==> src/logic/arf_pkg.sv <==
// Constants shared by the result formatter and its readout logic.
// Assumes one 25 MHz clock and an active-high asynchronous reset.
package arf_pkg;

	// ==========================================
	// Register map
	localparam logic [3:0] ADDR_RESULT = 4'h0;

	// ==========================================
	// Output format codes
	localparam logic [1:0] FMT_CODE16     = 2'h0;
	localparam logic [1:0] FMT_CODE16_PAD = 2'h1;
	localparam logic [1:0] FMT_CODE17     = 2'h2;
	localparam logic [1:0] FMT_CODE17_TAG = 2'h3;
	localparam int         FMT_WIDE_BIT   = 1;

	// ==========================================
	// Code widths and limits
	localparam int          CODE16_W   = 16;
	localparam int          CODE17_W   = 17;
	localparam int          TAG_W      = 4;
	localparam int          WORD_W     = 32;
	localparam logic [5:0]  LEN_SHORT  = 6'h10;
	localparam logic [5:0]  LEN_LONG   = 6'h20;
	localparam logic [15:0] CODE16_MAX = 16'h7FFF;
	localparam logic [15:0] CODE16_MIN = 16'h8000;
	localparam logic [16:0] CODE17_MAX = 17'h0FFFF;
	localparam logic [16:0] CODE17_MIN = 17'h10000;
	localparam logic [16:0] RESULT_RST = 17'h00000;
	localparam logic [3:0]  TAG_MUX    = 4'h0;
	localparam logic [15:0] PAD_ZERO   = 16'h0000;

	// ==========================================
	// Supply detection time
	localparam int CLK_NS         = 40;
	localparam int POR_DETECT_NS  = 1000;
	localparam int POR_DETECT_CYC = (POR_DETECT_NS + CLK_NS - 1) / CLK_NS;

endpackage

==> src/logic/arf_result_if.sv <==
// Carries the stored code to the layout stage and the laid-out word back.
// Assumes both ends sit in the same clock domain.
`timescale 1ns/1ps
`default_nettype none
interface arf_result_if;
	logic [16:0] code17;
	logic [1:0]  format;
	logic [3:0]  tag;
	logic [31:0] word;
	logic [5:0]  length;

	modport source (output code17, output format, output tag, input word, input length);
	modport shaper (input code17, input format, input tag, output word, output length);
endinterface
`default_nettype wire

==> src/logic/arf_layout.sv <==
// Turns the stored 17-bit code into one of four readout layouts.
// Assumes the code is already rounded and clamped to 17 bits.
`timescale 1ns/1ps
`default_nettype none
module arf_layout (
	// Code in, word out
	arf_result_if.shaper res
);
	logic [15:0] code16;
	logic        signBit;

	// ==========================================
	// Sixteen-bit clamp of the 17-bit code
	always_comb begin
		signBit = res.code17[16];
		if (res.code17[16] != res.code17[15]) begin
			code16 = signBit ? arf_pkg::CODE16_MIN : arf_pkg::CODE16_MAX;
		end else begin
			code16 = res.code17[15:0];
		end
	end

	// ==========================================
	// Layout select
	always_comb begin
		unique case (res.format)
			arf_pkg::FMT_CODE16: begin
				res.word   = {code16, arf_pkg::PAD_ZERO};
				res.length = arf_pkg::LEN_SHORT;
			end
			arf_pkg::FMT_CODE16_PAD: begin
				res.word   = {code16, arf_pkg::PAD_ZERO};
				res.length = arf_pkg::LEN_LONG;
			end
			arf_pkg::FMT_CODE17: begin
				res.word   = {{15{signBit}}, res.code17};
				res.length = arf_pkg::LEN_LONG;
			end
			arf_pkg::FMT_CODE17_TAG: begin
				res.word   = {res.tag, {11{signBit}}, res.code17};
				res.length = arf_pkg::LEN_LONG;
			end
		endcase
	end
endmodule
`default_nettype wire

==> src/logic/arf_result_formatter.sv <==
// Conversion result register with rounding, clamping, layout and
// power-on-reset handling behind a chip-select framed serial readout.
// Assumes pins are synchronous to clk and the filter pulses convDone.
`timescale 1ns/1ps
`default_nettype none
module arf_result_formatter #(
	parameter int FILT_W     = 24,
	parameter int ROUND_BITS = 6
) (
	// Clock and reset
	input  wire logic              clk,
	input  wire logic              reset,
	// Supply monitors
	input  wire logic              analogSupplyGood,
	input  wire logic              digitalSupplyGood,
	input  wire logic              fullShutdown,
	input  wire logic              supplyCollapse,
	// Decimation filter
	input  wire logic [FILT_W-1:0] filterResult,
	input  wire logic              convDone,
	input  wire logic              fullResetCmd,
	// Setup and scan state
	input  wire logic [1:0]        dataFormat,
	input  wire logic              scanActive,
	input  wire logic [3:0]        scanChannel,
	input  wire logic [7:0]        inputPairSelect,
	// Serial pins
	input  wire logic              csN,
	input  wire logic              sck,
	output logic                   sdoOut,
	output logic                   sdoOe,
	output logic                   irqN,
	// Status
	output logic                   porActive,
	output logic [16:0]            resultCode
);

	localparam int RND_W = FILT_W + 1;

	typedef enum logic [2:0] {
		ARF_POR  = 3'b001,
		ARF_IDLE = 3'b010,
		ARF_SEND = 3'b100
	} arf_state_e;

	arf_state_e  state_reg;
	arf_state_e  state_next;
	logic        csPrev_reg;
	logic        sckPrev_reg;
	logic        csArmed_reg;
	logic [15:0] goodCnt_reg;
	logic [16:0] result_reg;
	logic [31:0] shift_reg;
	logic [5:0]  bitsLeft_reg;
	logic        sdo_reg;
	logic        sdoOe_reg;
	logic        irqN_reg;
	logic        porActive_reg;

	logic              supplyBad;
	logic              supplyStable;
	logic              csFall;
	logic              csRise;
	logic              sckRise;
	logic              startRead;
	logic signed [RND_W-1:0] extended;
	logic signed [RND_W-1:0] summed;
	logic signed [RND_W-1:0] rounded;
	logic              fits17;
	logic [16:0]       clamped;

	arf_result_if res ();

	// ==========================================
	// Layout stage
	// Layout applied at readout, so a format change needs no new conversion
	arf_layout layout (
		.res (res.shaper)
	);

	assign res.code17 = result_reg;
	assign res.format = dataFormat;
	// Tag reads zero outside scanning, whatever input pair is selected
	assign res.tag    = scanActive ? scanChannel : arf_pkg::TAG_MUX;

	// ==========================================
	// Supply supervision
	always_comb begin
		if (fullShutdown) begin
			// Monitors asleep; only a collapsing supply still resets
			supplyBad = supplyCollapse;
		end else begin
			supplyBad = !(analogSupplyGood && digitalSupplyGood);
		end
	end

	assign supplyStable = (goodCnt_reg >= 16'(arf_pkg::POR_DETECT_CYC - 1));

	// Supplies must stay good for the whole detection time; any dip restarts it
	always_ff @(posedge clk or posedge reset) begin
		if (reset) begin
			goodCnt_reg <= 16'h0000;
		end else if (supplyBad) begin
			goodCnt_reg <= 16'h0000;
		end else if (!supplyStable) begin
			goodCnt_reg <= goodCnt_reg + 16'h0001;
		end
	end

	// Bad supply wins over release in the same cycle
	always_ff @(posedge clk or posedge reset) begin
		if (reset) begin
			porActive_reg <= 1'b1;
		end else if (supplyBad) begin
			porActive_reg <= 1'b1;
		end else if (supplyStable) begin
			porActive_reg <= 1'b0;
		end
	end

	// ==========================================
	// Pin edge detection
	// Pins are synchronous to clk, so one flop per pin is enough
	// Idle levels as reset values, so no false edge follows reset
	always_ff @(posedge clk or posedge reset) begin
		if (reset) begin
			csPrev_reg <= 1'b1;
		end else begin
			csPrev_reg <= csN;
		end
	end

	always_ff @(posedge clk or posedge reset) begin
		if (reset) begin
			sckPrev_reg <= 1'b0;
		end else begin
			sckPrev_reg <= sck;
		end
	end

	assign csFall  = csPrev_reg && !csN;
	assign csRise  = !csPrev_reg && csN;
	assign sckRise = !sckPrev_reg && sck;

	// Chip select must be seen high after reset before a frame counts
	// A host holding chip select low through reset must raise it first
	always_ff @(posedge clk or posedge reset) begin
		if (reset) begin
			csArmed_reg <= 1'b0;
		end else if (porActive_reg) begin
			csArmed_reg <= 1'b0;
		end else if (csN) begin
			csArmed_reg <= 1'b1;
		end
	end

	assign startRead = csFall && csArmed_reg && !porActive_reg;

	// ==========================================
	// Rounding and 17-bit clamp
	// One extra sign bit keeps the rounding sum from overflowing
	// Half an LSb added before the arithmetic shift: ties round upward
	always_comb begin
		extended = {filterResult[FILT_W-1], filterResult};
		summed   = extended + (RND_W'(1) <<< (ROUND_BITS - 1));
		rounded  = summed >>> ROUND_BITS;
		fits17   = (&rounded[RND_W-1:16]) || !(|rounded[RND_W-1:16]);
		// Beyond 17 bits the code locks at its limit; the two 16-bit layouts clamp again to 16
		if (fits17) begin
			clamped = rounded[16:0];
		end else if (rounded[RND_W-1]) begin
			clamped = arf_pkg::CODE17_MIN;
		end else begin
			clamped = arf_pkg::CODE17_MAX;
		end
	end

	// ==========================================
	// Conversion result register
	// Clear and power-on reset win over a capture in the same cycle
	always_ff @(posedge clk or posedge reset) begin
		if (reset) begin
			result_reg <= arf_pkg::RESULT_RST;
		end else if (porActive_reg || fullResetCmd) begin
			result_reg <= arf_pkg::RESULT_RST;
		end else if (convDone) begin
			result_reg <= clamped;
		end
	end

	// ==========================================
	// Readout state machine
	always_comb begin
		state_next = state_reg;
		unique case (state_reg)
			ARF_POR: begin
				if (!porActive_reg) begin
					state_next = ARF_IDLE;
				end
			end
			ARF_IDLE: begin
				if (startRead) begin
					state_next = ARF_SEND;
				end
			end
			ARF_SEND: begin
				// Frame ends on the rise wherever the bit count stands
				if (csRise) begin
					state_next = ARF_IDLE;
				end
			end
		endcase
		// Power-on reset overrides every transition above
		if (porActive_reg) begin
			state_next = ARF_POR;
		end
	end

	// One-hot state; reset lands in the power-on state
	always_ff @(posedge clk or posedge reset) begin
		if (reset) begin
			state_reg <= ARF_POR;
		end else begin
			state_reg <= state_next;
		end
	end

	// ==========================================
	// Shift register, MSB first
	// Word latched at frame start, so a format change mid-frame waits a frame
	always_ff @(posedge clk or posedge reset) begin
		if (reset) begin
			shift_reg <= 32'h00000000;
		end else if (porActive_reg || csRise) begin
			shift_reg <= 32'h00000000;
		end else if (state_reg == ARF_IDLE && startRead) begin
			shift_reg <= res.word;
		end else if (state_reg == ARF_SEND && sckRise && bitsLeft_reg != 6'h00) begin
			shift_reg <= {shift_reg[30:0], 1'b0};
		end
	end

	// ==========================================
	// Bits still owed in this frame; zeros follow once it runs out
	always_ff @(posedge clk or posedge reset) begin
		if (reset) begin
			bitsLeft_reg <= 6'h00;
		end else if (porActive_reg || csRise) begin
			bitsLeft_reg <= 6'h00;
		end else if (state_reg == ARF_IDLE && startRead) begin
			bitsLeft_reg <= res.length;
		end else if (state_reg == ARF_SEND && sckRise && bitsLeft_reg != 6'h00) begin
			bitsLeft_reg <= bitsLeft_reg - 6'h01;
		end
	end

	// ==========================================
	// Serial output pin
	// First bit comes straight from the laid-out word, one cycle after the fall
	always_ff @(posedge clk or posedge reset) begin
		if (reset) begin
			sdo_reg <= 1'b0;
		end else if (state_next != ARF_SEND) begin
			sdo_reg <= 1'b0;
		end else if (state_reg == ARF_IDLE) begin
			sdo_reg <= res.word[31];
		end else begin
			sdo_reg <= shift_reg[31];
		end
	end

	// Driver off whenever no frame runs, and from the clock after power-on reset starts
	always_ff @(posedge clk or posedge reset) begin
		if (reset) begin
			sdoOe_reg <= 1'b0;
		end else begin
			sdoOe_reg <= (state_next == ARF_SEND) && !porActive_reg;
		end
	end

	// ==========================================
	// Reset interrupt, active low
	// Power-on reset sets the flag and wins over a clear in the same cycle
	always_ff @(posedge clk or posedge reset) begin
		if (reset) begin
			irqN_reg <= 1'b0;
		end else if (porActive_reg) begin
			irqN_reg <= 1'b0;
		end else if (startRead) begin
			irqN_reg <= 1'b1;
		end
	end

	// ==========================================
	// Outputs
	// Every output comes straight from a flip-flop
	assign sdoOut     = sdo_reg;
	assign sdoOe      = sdoOe_reg;
	assign irqN       = irqN_reg;
	assign porActive  = porActive_reg;
	assign resultCode = result_reg;

endmodule
`default_nettype wire

==> config.mk <==
export PLATFORM = sky130hd
export DESIGN_NAME = arf_result_formatter
export DESIGN_NICKNAME = d
export VERILOG_FILES = /design/src/logic/arf_pkg.sv /design/src/logic/arf_result_if.sv /design/src/logic/arf_layout.sv /design/src/logic/arf_result_formatter.sv
export SDC_FILE = /design/constraint.sdc
export NUM_CORES = 1
export LEC_CHECK = 0
export BUFFER_PORTS_ARGS = -buffer_cell sky130_fd_sc_hd__buf_2
export CORE_MARGIN = 2
export CORE_UTILIZATION = 57
export CTS_CLUSTER_SIZE = 16
export DETAILED_ROUTE_END_ITERATION = 7
export PLACE_DENSITY_LB_ADDON = 0.1
export SLEW_MARGIN = 20
export SYNTH_ARGS = -nofsm -noshare
export SYNTH_HDL_FRONTEND = slang
export SYNTH_SLANG_ARGS = --single-unit
export TNS_END_PERCENT = 100
==> constraint.sdc <==
create_clock -name clk -period 3.1 [get_ports clk]
set_clock_uncertainty 0.1 [all_clocks]
set_input_delay 0.62 -clock clk [delete_from_list [all_inputs] [get_ports clk]]
set_output_delay 0.62 -clock clk [all_outputs]
set_load 0.005 [all_outputs]
==> flow_metrics.env, run 1 <==
export IMPL_clk_pin_slew_worst_paths_ns=0.09
export IMPL_synth_ff_type="dfrtp_1"
export IMPL_pre_cts_ws_ns=0.5164
export IMPL_portBuffers=56
export IMPL_core_um2=7253
export IMPL_cts_hold_buf=0
export IMPL_cp_max_fo=35
export IMPL_syn_area_um2=4277
export IMPL_tritoncts="done"
export IMPL_worstPathRequired_ns=3.24
export IMPL_post_dp_hpwl_mm=6.210
export IMPL_cts_inserted_buffers=9
export IMPL_rows=31
export IMPL_synth_edf_count=0
export IMPL_area_growth_pct=13.14
export IMPL_cts_resized_gates=0
export IMPL_min_path_type="in2async"
export IMPL_crit_slowest_cell="dfstp_2"
export IMPL_r2r_cells=5
export IMPL_drive_above_1_share_pct=21.52
export IMPL_diodes=0
export IMPL_chipHeight_um=90.62
export IMPL_worstMarginPinSlew_ns=0.7074
export IMPL_dieArea_um2=8212
export IMPL_maxSlewViolCount=0
export IMPL_chipWidth_um=90.62
export IMPL_path_buf_inv=1
export IMPL_ys_warn_count=0
export IMPL_via_count=3260
export IMPL_gp_congestion=0.8305
export IMPL_viasPerCell=5.689
export IMPL_cts_root_buffer="clkbuf_8"
export IMPL_power_mw=1.987
export IMPL_grt_pass1_vias=3200
export IMPL_run_status="finished, final reports clean"
export IMPL_mostFrequentLayoutCells="dfrtp_1 (78), nor2_1 (62), buf_2 (56)"
export IMPL_hold_viol=0
export IMPL_finalSetupViolations=0
export IMPL_cts_sinks=81
export IMPL_drt_total_wl_mm=8.759
export IMPL_synth_fp_nets=479
export IMPL_antenna_found_initial=0
export IMPL_post_cts_buffers=0
export IMPL_criticalPathCategory="reg2reg"
export IMPL_post_synth_cell_area_avg_um2=10.11
export IMPL_synth_distinct_cells=46
export IMPL_max_stage_delay_ns=0.56
export IMPL_startpoint_type="register"
export IMPL_path_cells="nand3b_4 > or3_4 > or2_2 > buf_12 > a211oi_1"
export IMPL_num_nets_final=525
export IMPL_netlist_instances=423
export IMPL_grt_max_degree=56
export IMPL_ys_ff_latch=81
export IMPL_first_pass_iters=4
export IMPL_drtIter0Drc=254
export IMPL_end_kind="register"
export IMPL_fin_crit_sh_pct=74.03
export IMPL_mostFrequentLayoutCell="dfrtp_1"
export IMPL_relSlewSlack_pct=51.49
export IMPL_insertion_delay_ns=0.36
export IMPL_p_per_area_nw_per_um2=410.7
export IMPL_cap_violations=0
export IMPL_crit_arrival_ns=2.44
export IMPL_cp_num_cells=5
export IMPL_cts_buffer_depth=2
export IMPL_setup_tns_ns=0
export IMPL_cts_htree_levels=3
export IMPL_largest_reg_flops=32
export IMPL_ys_seq_area_share_pct=47.48
export IMPL_gr_total_overflow=0
export IMPL_post_route_min_period_ns=2.295
export IMPL_initial_core_util_pct=58.96
export IMPL_path_delay_family="simple AND/OR/NAND/NOR gates"
export IMPL_ir_worst_vdd_uv=306.0
export IMPL_ant_nets=0
export IMPL_setup_ws_ns=0.8050
export IMPL_drc=0
export IMPL_fmax_mhz=435.7
export IMPL_io_pins=70
export IMPL_grt_setup_unrepaired="false"
export IMPL_synthArstFlopShare_pct=100.0
export IMPL_p_leak_nw=2.406
export IMPL_wl_per_cell_um=15.29
export IMPL_grt_pass1_wl_mm=15.32
export IMPL_grt_total_usage_pct=22.94
kinds of logic after synthesis:
| logic type | Yosys count | share of synthesized area, % |
|---|---|---|
| AND/OR/NAND/NOR | 148 | 17.41 |
| AO/OA/AOI/OAI | 93 | 16.41 |
| flip-flops | 81 | 47.48 |
| buffers and inverters | 38 | 4.067 |
| multiplexers | 36 | 8.485 |
| XOR/XNOR | 20 | 4.096 |
| adder cells (fa/ha/maj) | 7 | 2.048 |
Yosys cell counts (9+ instances only):
library cell,n,area share (%)
a211oi_1,35,6.1
clkbuf_1,17,1.5
nor3_1,9,1.1
a221o_1,10,2.3
a21oi_1,23,2.7
nand3_1,22,2.6
mux2i_1,34,8.0
dfrtp_1,78,46
nand2_1,11,0.97
xnor2_1,15,3.1
nor2_1,62,5.4
inv_1,11,0.97
and2_1,12,1.8
power by group:
group / internal [mW] / switching (mW)
sequential: 1.06 / 0.00344
clock: 0.387 / 0.410
combinational: 0.0464 / 0.0795
area by class of cell:
cell class                 instances  area (µm²)
fill                             608        2415
multi-input combinational        304        2072
sequential                        81        2031
timing repair buffer              62       362.8
clock buffer                       9       123.9
tap                               99       123.9
clock inverter                     7       83.83
inverter                          11       41.29
worst register-to-register path, stage by stage, from the launching register on:
cell      delay (ns)
dfstp_2         0.56
nand3b_4        0.08
or3_4           0.39
or2_2           0.53
buf_12          0.27
a211oi_1        0.26
metrics by stage:
stage	util, %	cell area [µm²]	std cells	hold WS [ns]
6_report	66.71	4838	573	0.2268
5_1_grt	66.71	4838	573	0.2686
4_1_cts	66.71	4838	573	0.2441
3_3_place_gp	63.84	4631	557	0.3368
2_1_floorplan	-	4277	423	0.3539
3_5_place_dp	63.84	4631	557	0.3394
worst paths after layout:
| kind | from | slack [ns] | endpoint |
|---|---|---|---|
| max | csPrev_reg | 0.80 | shift_reg[23] |
| min | reset | 0.23 | bitsLeft_reg[0] |
| max reg2reg | csPrev_reg | 0.80 | shift_reg[23] |
| min reg2reg | porActive | 0.35 | state_reg[0] |
| max in group asynchronous | reset | 1.94 | state_reg[0] |
| min in group clk | csN | 0.30 | csPrev_reg |
layer usage:
layer / GRT usage (%) / up-vias / routed length [µm]
li1: - / 1630 / -
met1: 33.98 / 1553 / 4342
met2: 34.76 / 70 / 3982
met3: 5.092 / 7 / 371
met4: 5.000 / 0 / 63
met5: 0 / - / 0
Power figures use the tool's default switching activity.
==> inputs of run 2 (changes only) <==
- CORE_UTILIZATION: 57 -> 51
- clock period: 3.1 -> 2.1 ns (I/O delays scaled with it)
==> flow_metrics.env, run 2 (synthesis gave the netlist of run 1 again) <==
export IMPL_run_status="finished, final reports clean"
export IMPL_hold_viol=0
export IMPL_path_cells="nand3b_4 > or3_4 > or2_2 > buf_12 > a21oi_1 > a211oi_1"
export IMPL_cp_max_fo=28
export IMPL_viasPerCell=5.579
export IMPL_mostFrequentLayoutCell="dfrtp_1"
export IMPL_grt_max_degree=43
export IMPL_maxSlewViolCount=0
export IMPL_p_per_area_nw_per_um2=602.0
export IMPL_clk_pin_slew_worst_paths_ns=0.09
export IMPL_portBuffers=56
export IMPL_startpoint_type="register"
export IMPL_gp_congestion=0.8503
export IMPL_diodes=0
export IMPL_criticalPathCategory="reg2reg"
export IMPL_fill_cells=725
export IMPL_first_pass_iters=4
export IMPL_tritoncts="done"
export IMPL_drt_total_wl_mm=9.209
export IMPL_max_stage_delay_ns=0.56
export IMPL_num_nets_final=550
export IMPL_grt_pass1_vias=3341
export IMPL_finalSetupViolations=0
export IMPL_insertion_delay_ns=0.35
export IMPL_grt_setup_unrepaired="false"
export IMPL_core_um2=8175
export IMPL_end_kind="register"
export IMPL_grt_total_usage_pct=22.18
export IMPL_area_growth_pct=19.34
export IMPL_fin_crit_sh_pct=95.76
export IMPL_timing_hold_ws_ns=0.1113
export IMPL_placement_cell_area_um2=4860
export IMPL_drc=0
export IMPL_cts_inserted_buffers=9
export IMPL_ir_worst_vdd_uv=306.2
export IMPL_crit_arrival_ns=2.13
export IMPL_worstMarginPinSlew_ns=0.4504
export IMPL_wl_per_cell_um=15.25
export IMPL_chipHeight_um=95.57
export IMPL_crit_slowest_cell="dfstp_2"
export IMPL_io_pins=70
export IMPL_worstPathRequired_ns=2.22
export IMPL_p_leak_nw=2.554
export IMPL_grt_pass1_wl_mm=15.90
export IMPL_post_dp_hpwl_mm=6.685
export IMPL_cts_sinks=81
export IMPL_initial_core_util_pct=52.31
export IMPL_drtIter0Drc=142
export IMPL_chipWidth_um=95.57
export IMPL_antenna_found_initial=0
export IMPL_relSlewSlack_pct=69.20
export IMPL_fmax_mhz=497.3
export IMPL_gr_total_overflow=0
export IMPL_post_route_min_period_ns=2.011
export IMPL_mostFrequentLayoutCells="dfrtp_1 (78), nor2_1 (62), buf_2 (56)"
export IMPL_cap_violations=0
export IMPL_cts_root_buffer="clkbuf_8"
export IMPL_drive_above_1_share_pct=25.45
export IMPL_cts_buffer_depth=2
export IMPL_via_count=3370
export IMPL_dieArea_um2=9134
export IMPL_rows=33
export IMPL_min_path_type="in2reg"
export IMPL_largest_reg_flops=32
export IMPL_final_cell_area_um2=5104
export IMPL_ant_nets=0
export IMPL_cts_htree_levels=3
-- run 2: cell count changes in the layout (fill, tap and decap cells not counted), sizes merged --
cell and delta:
inv -5, bufinv +1, dlygate4sd3 +1, clkbuf +1
buf +24, clkinv +3
-- run 2: final cells by class --
cell class | count | area (µm²) | share of cell area (%)
flip-flops and latches | 81 | 2031 | 39.79
multi-input cells | 304 | 2077 | 40.70
clock inverters | 6 | 91.34 | 1.790
repair buffers | 87 | 590.6 | 11.57
well taps | 105 | 131.4 | 2.574
inverters | 11 | 45.04 | 0.8826
clock buffers | 10 | 137.6 | 2.697
-- run 2: metrics by stage --
step	TNS [ns]	worst slack (ns)	util (%)	std cells	total power, mW
floorplan	0	0.08423	-	423	1.708
CTS	0	0.07610	62.37	604	3.095
detailed placement	-0.8981	-0.06749	59.44	587	1.816
global placement	-0.5652	-0.04241	59.44	587	1.809
global route	0	0.004205	62.43	604	3.193
finish	0	0.08913	62.43	604	3.072
-- run 2: path summary, 6_finish.rpt --
path	end	depth (start not counted)	slack (ns)	start
min in group asynchronous	goodCnt_reg[6]	3	0.47	reset
max	shift_reg[10]	6	0.09	csPrev_reg
min	sckPrev_reg	1	0.11	sck
max reg2reg	shift_reg[10]	6	0.09	csPrev_reg
min reg2reg	goodCnt_reg[13]	1	0.39	goodCnt_reg[13]
max in group asynchronous	shift_reg[5]	4	0.92	reset
-- run 2: critical path, delay by kind of cell (launching register included) --
kind,cells,cell delay (ns)
buf+inv,1,0.19
compound gates,2,0.21
simple gates,3,0.80
flops,1,0.56
-- run 2: routing by layer --
metal | wire, µm | track usage, % | up-vias
met5 | 0 | 0 | -
met4 | 86 | 5.714 | 0
met3 | 326 | 4.743 | 8
met2 | 4066 | 33.57 | 62
met1 | 4729 | 32.53 | 1626
li1 | - | - | 1674
-- run 2: what timing repair did --
| item | CTS | global route |
|---|---|---|
| endpoints found under the hold margin | 11 | 0 |
| resized for setup | 0 | 1 |
| endpoints found under the setup margin | 0 | 1 |
| buffers inserted | 0 | 0 |
| hold buffers | 1 | 0 |
-- run 2: report_power, final --
| group | switching [mW] | internal (mW) | total [mW] |
|---|---|---|---|
| Clock | 0.582 | 0.706 | 1.29 |
| Sequential | 0.00516 | 1.57 | 1.57 |
| Combinational | 0.125 | 0.0890 | 0.214 |
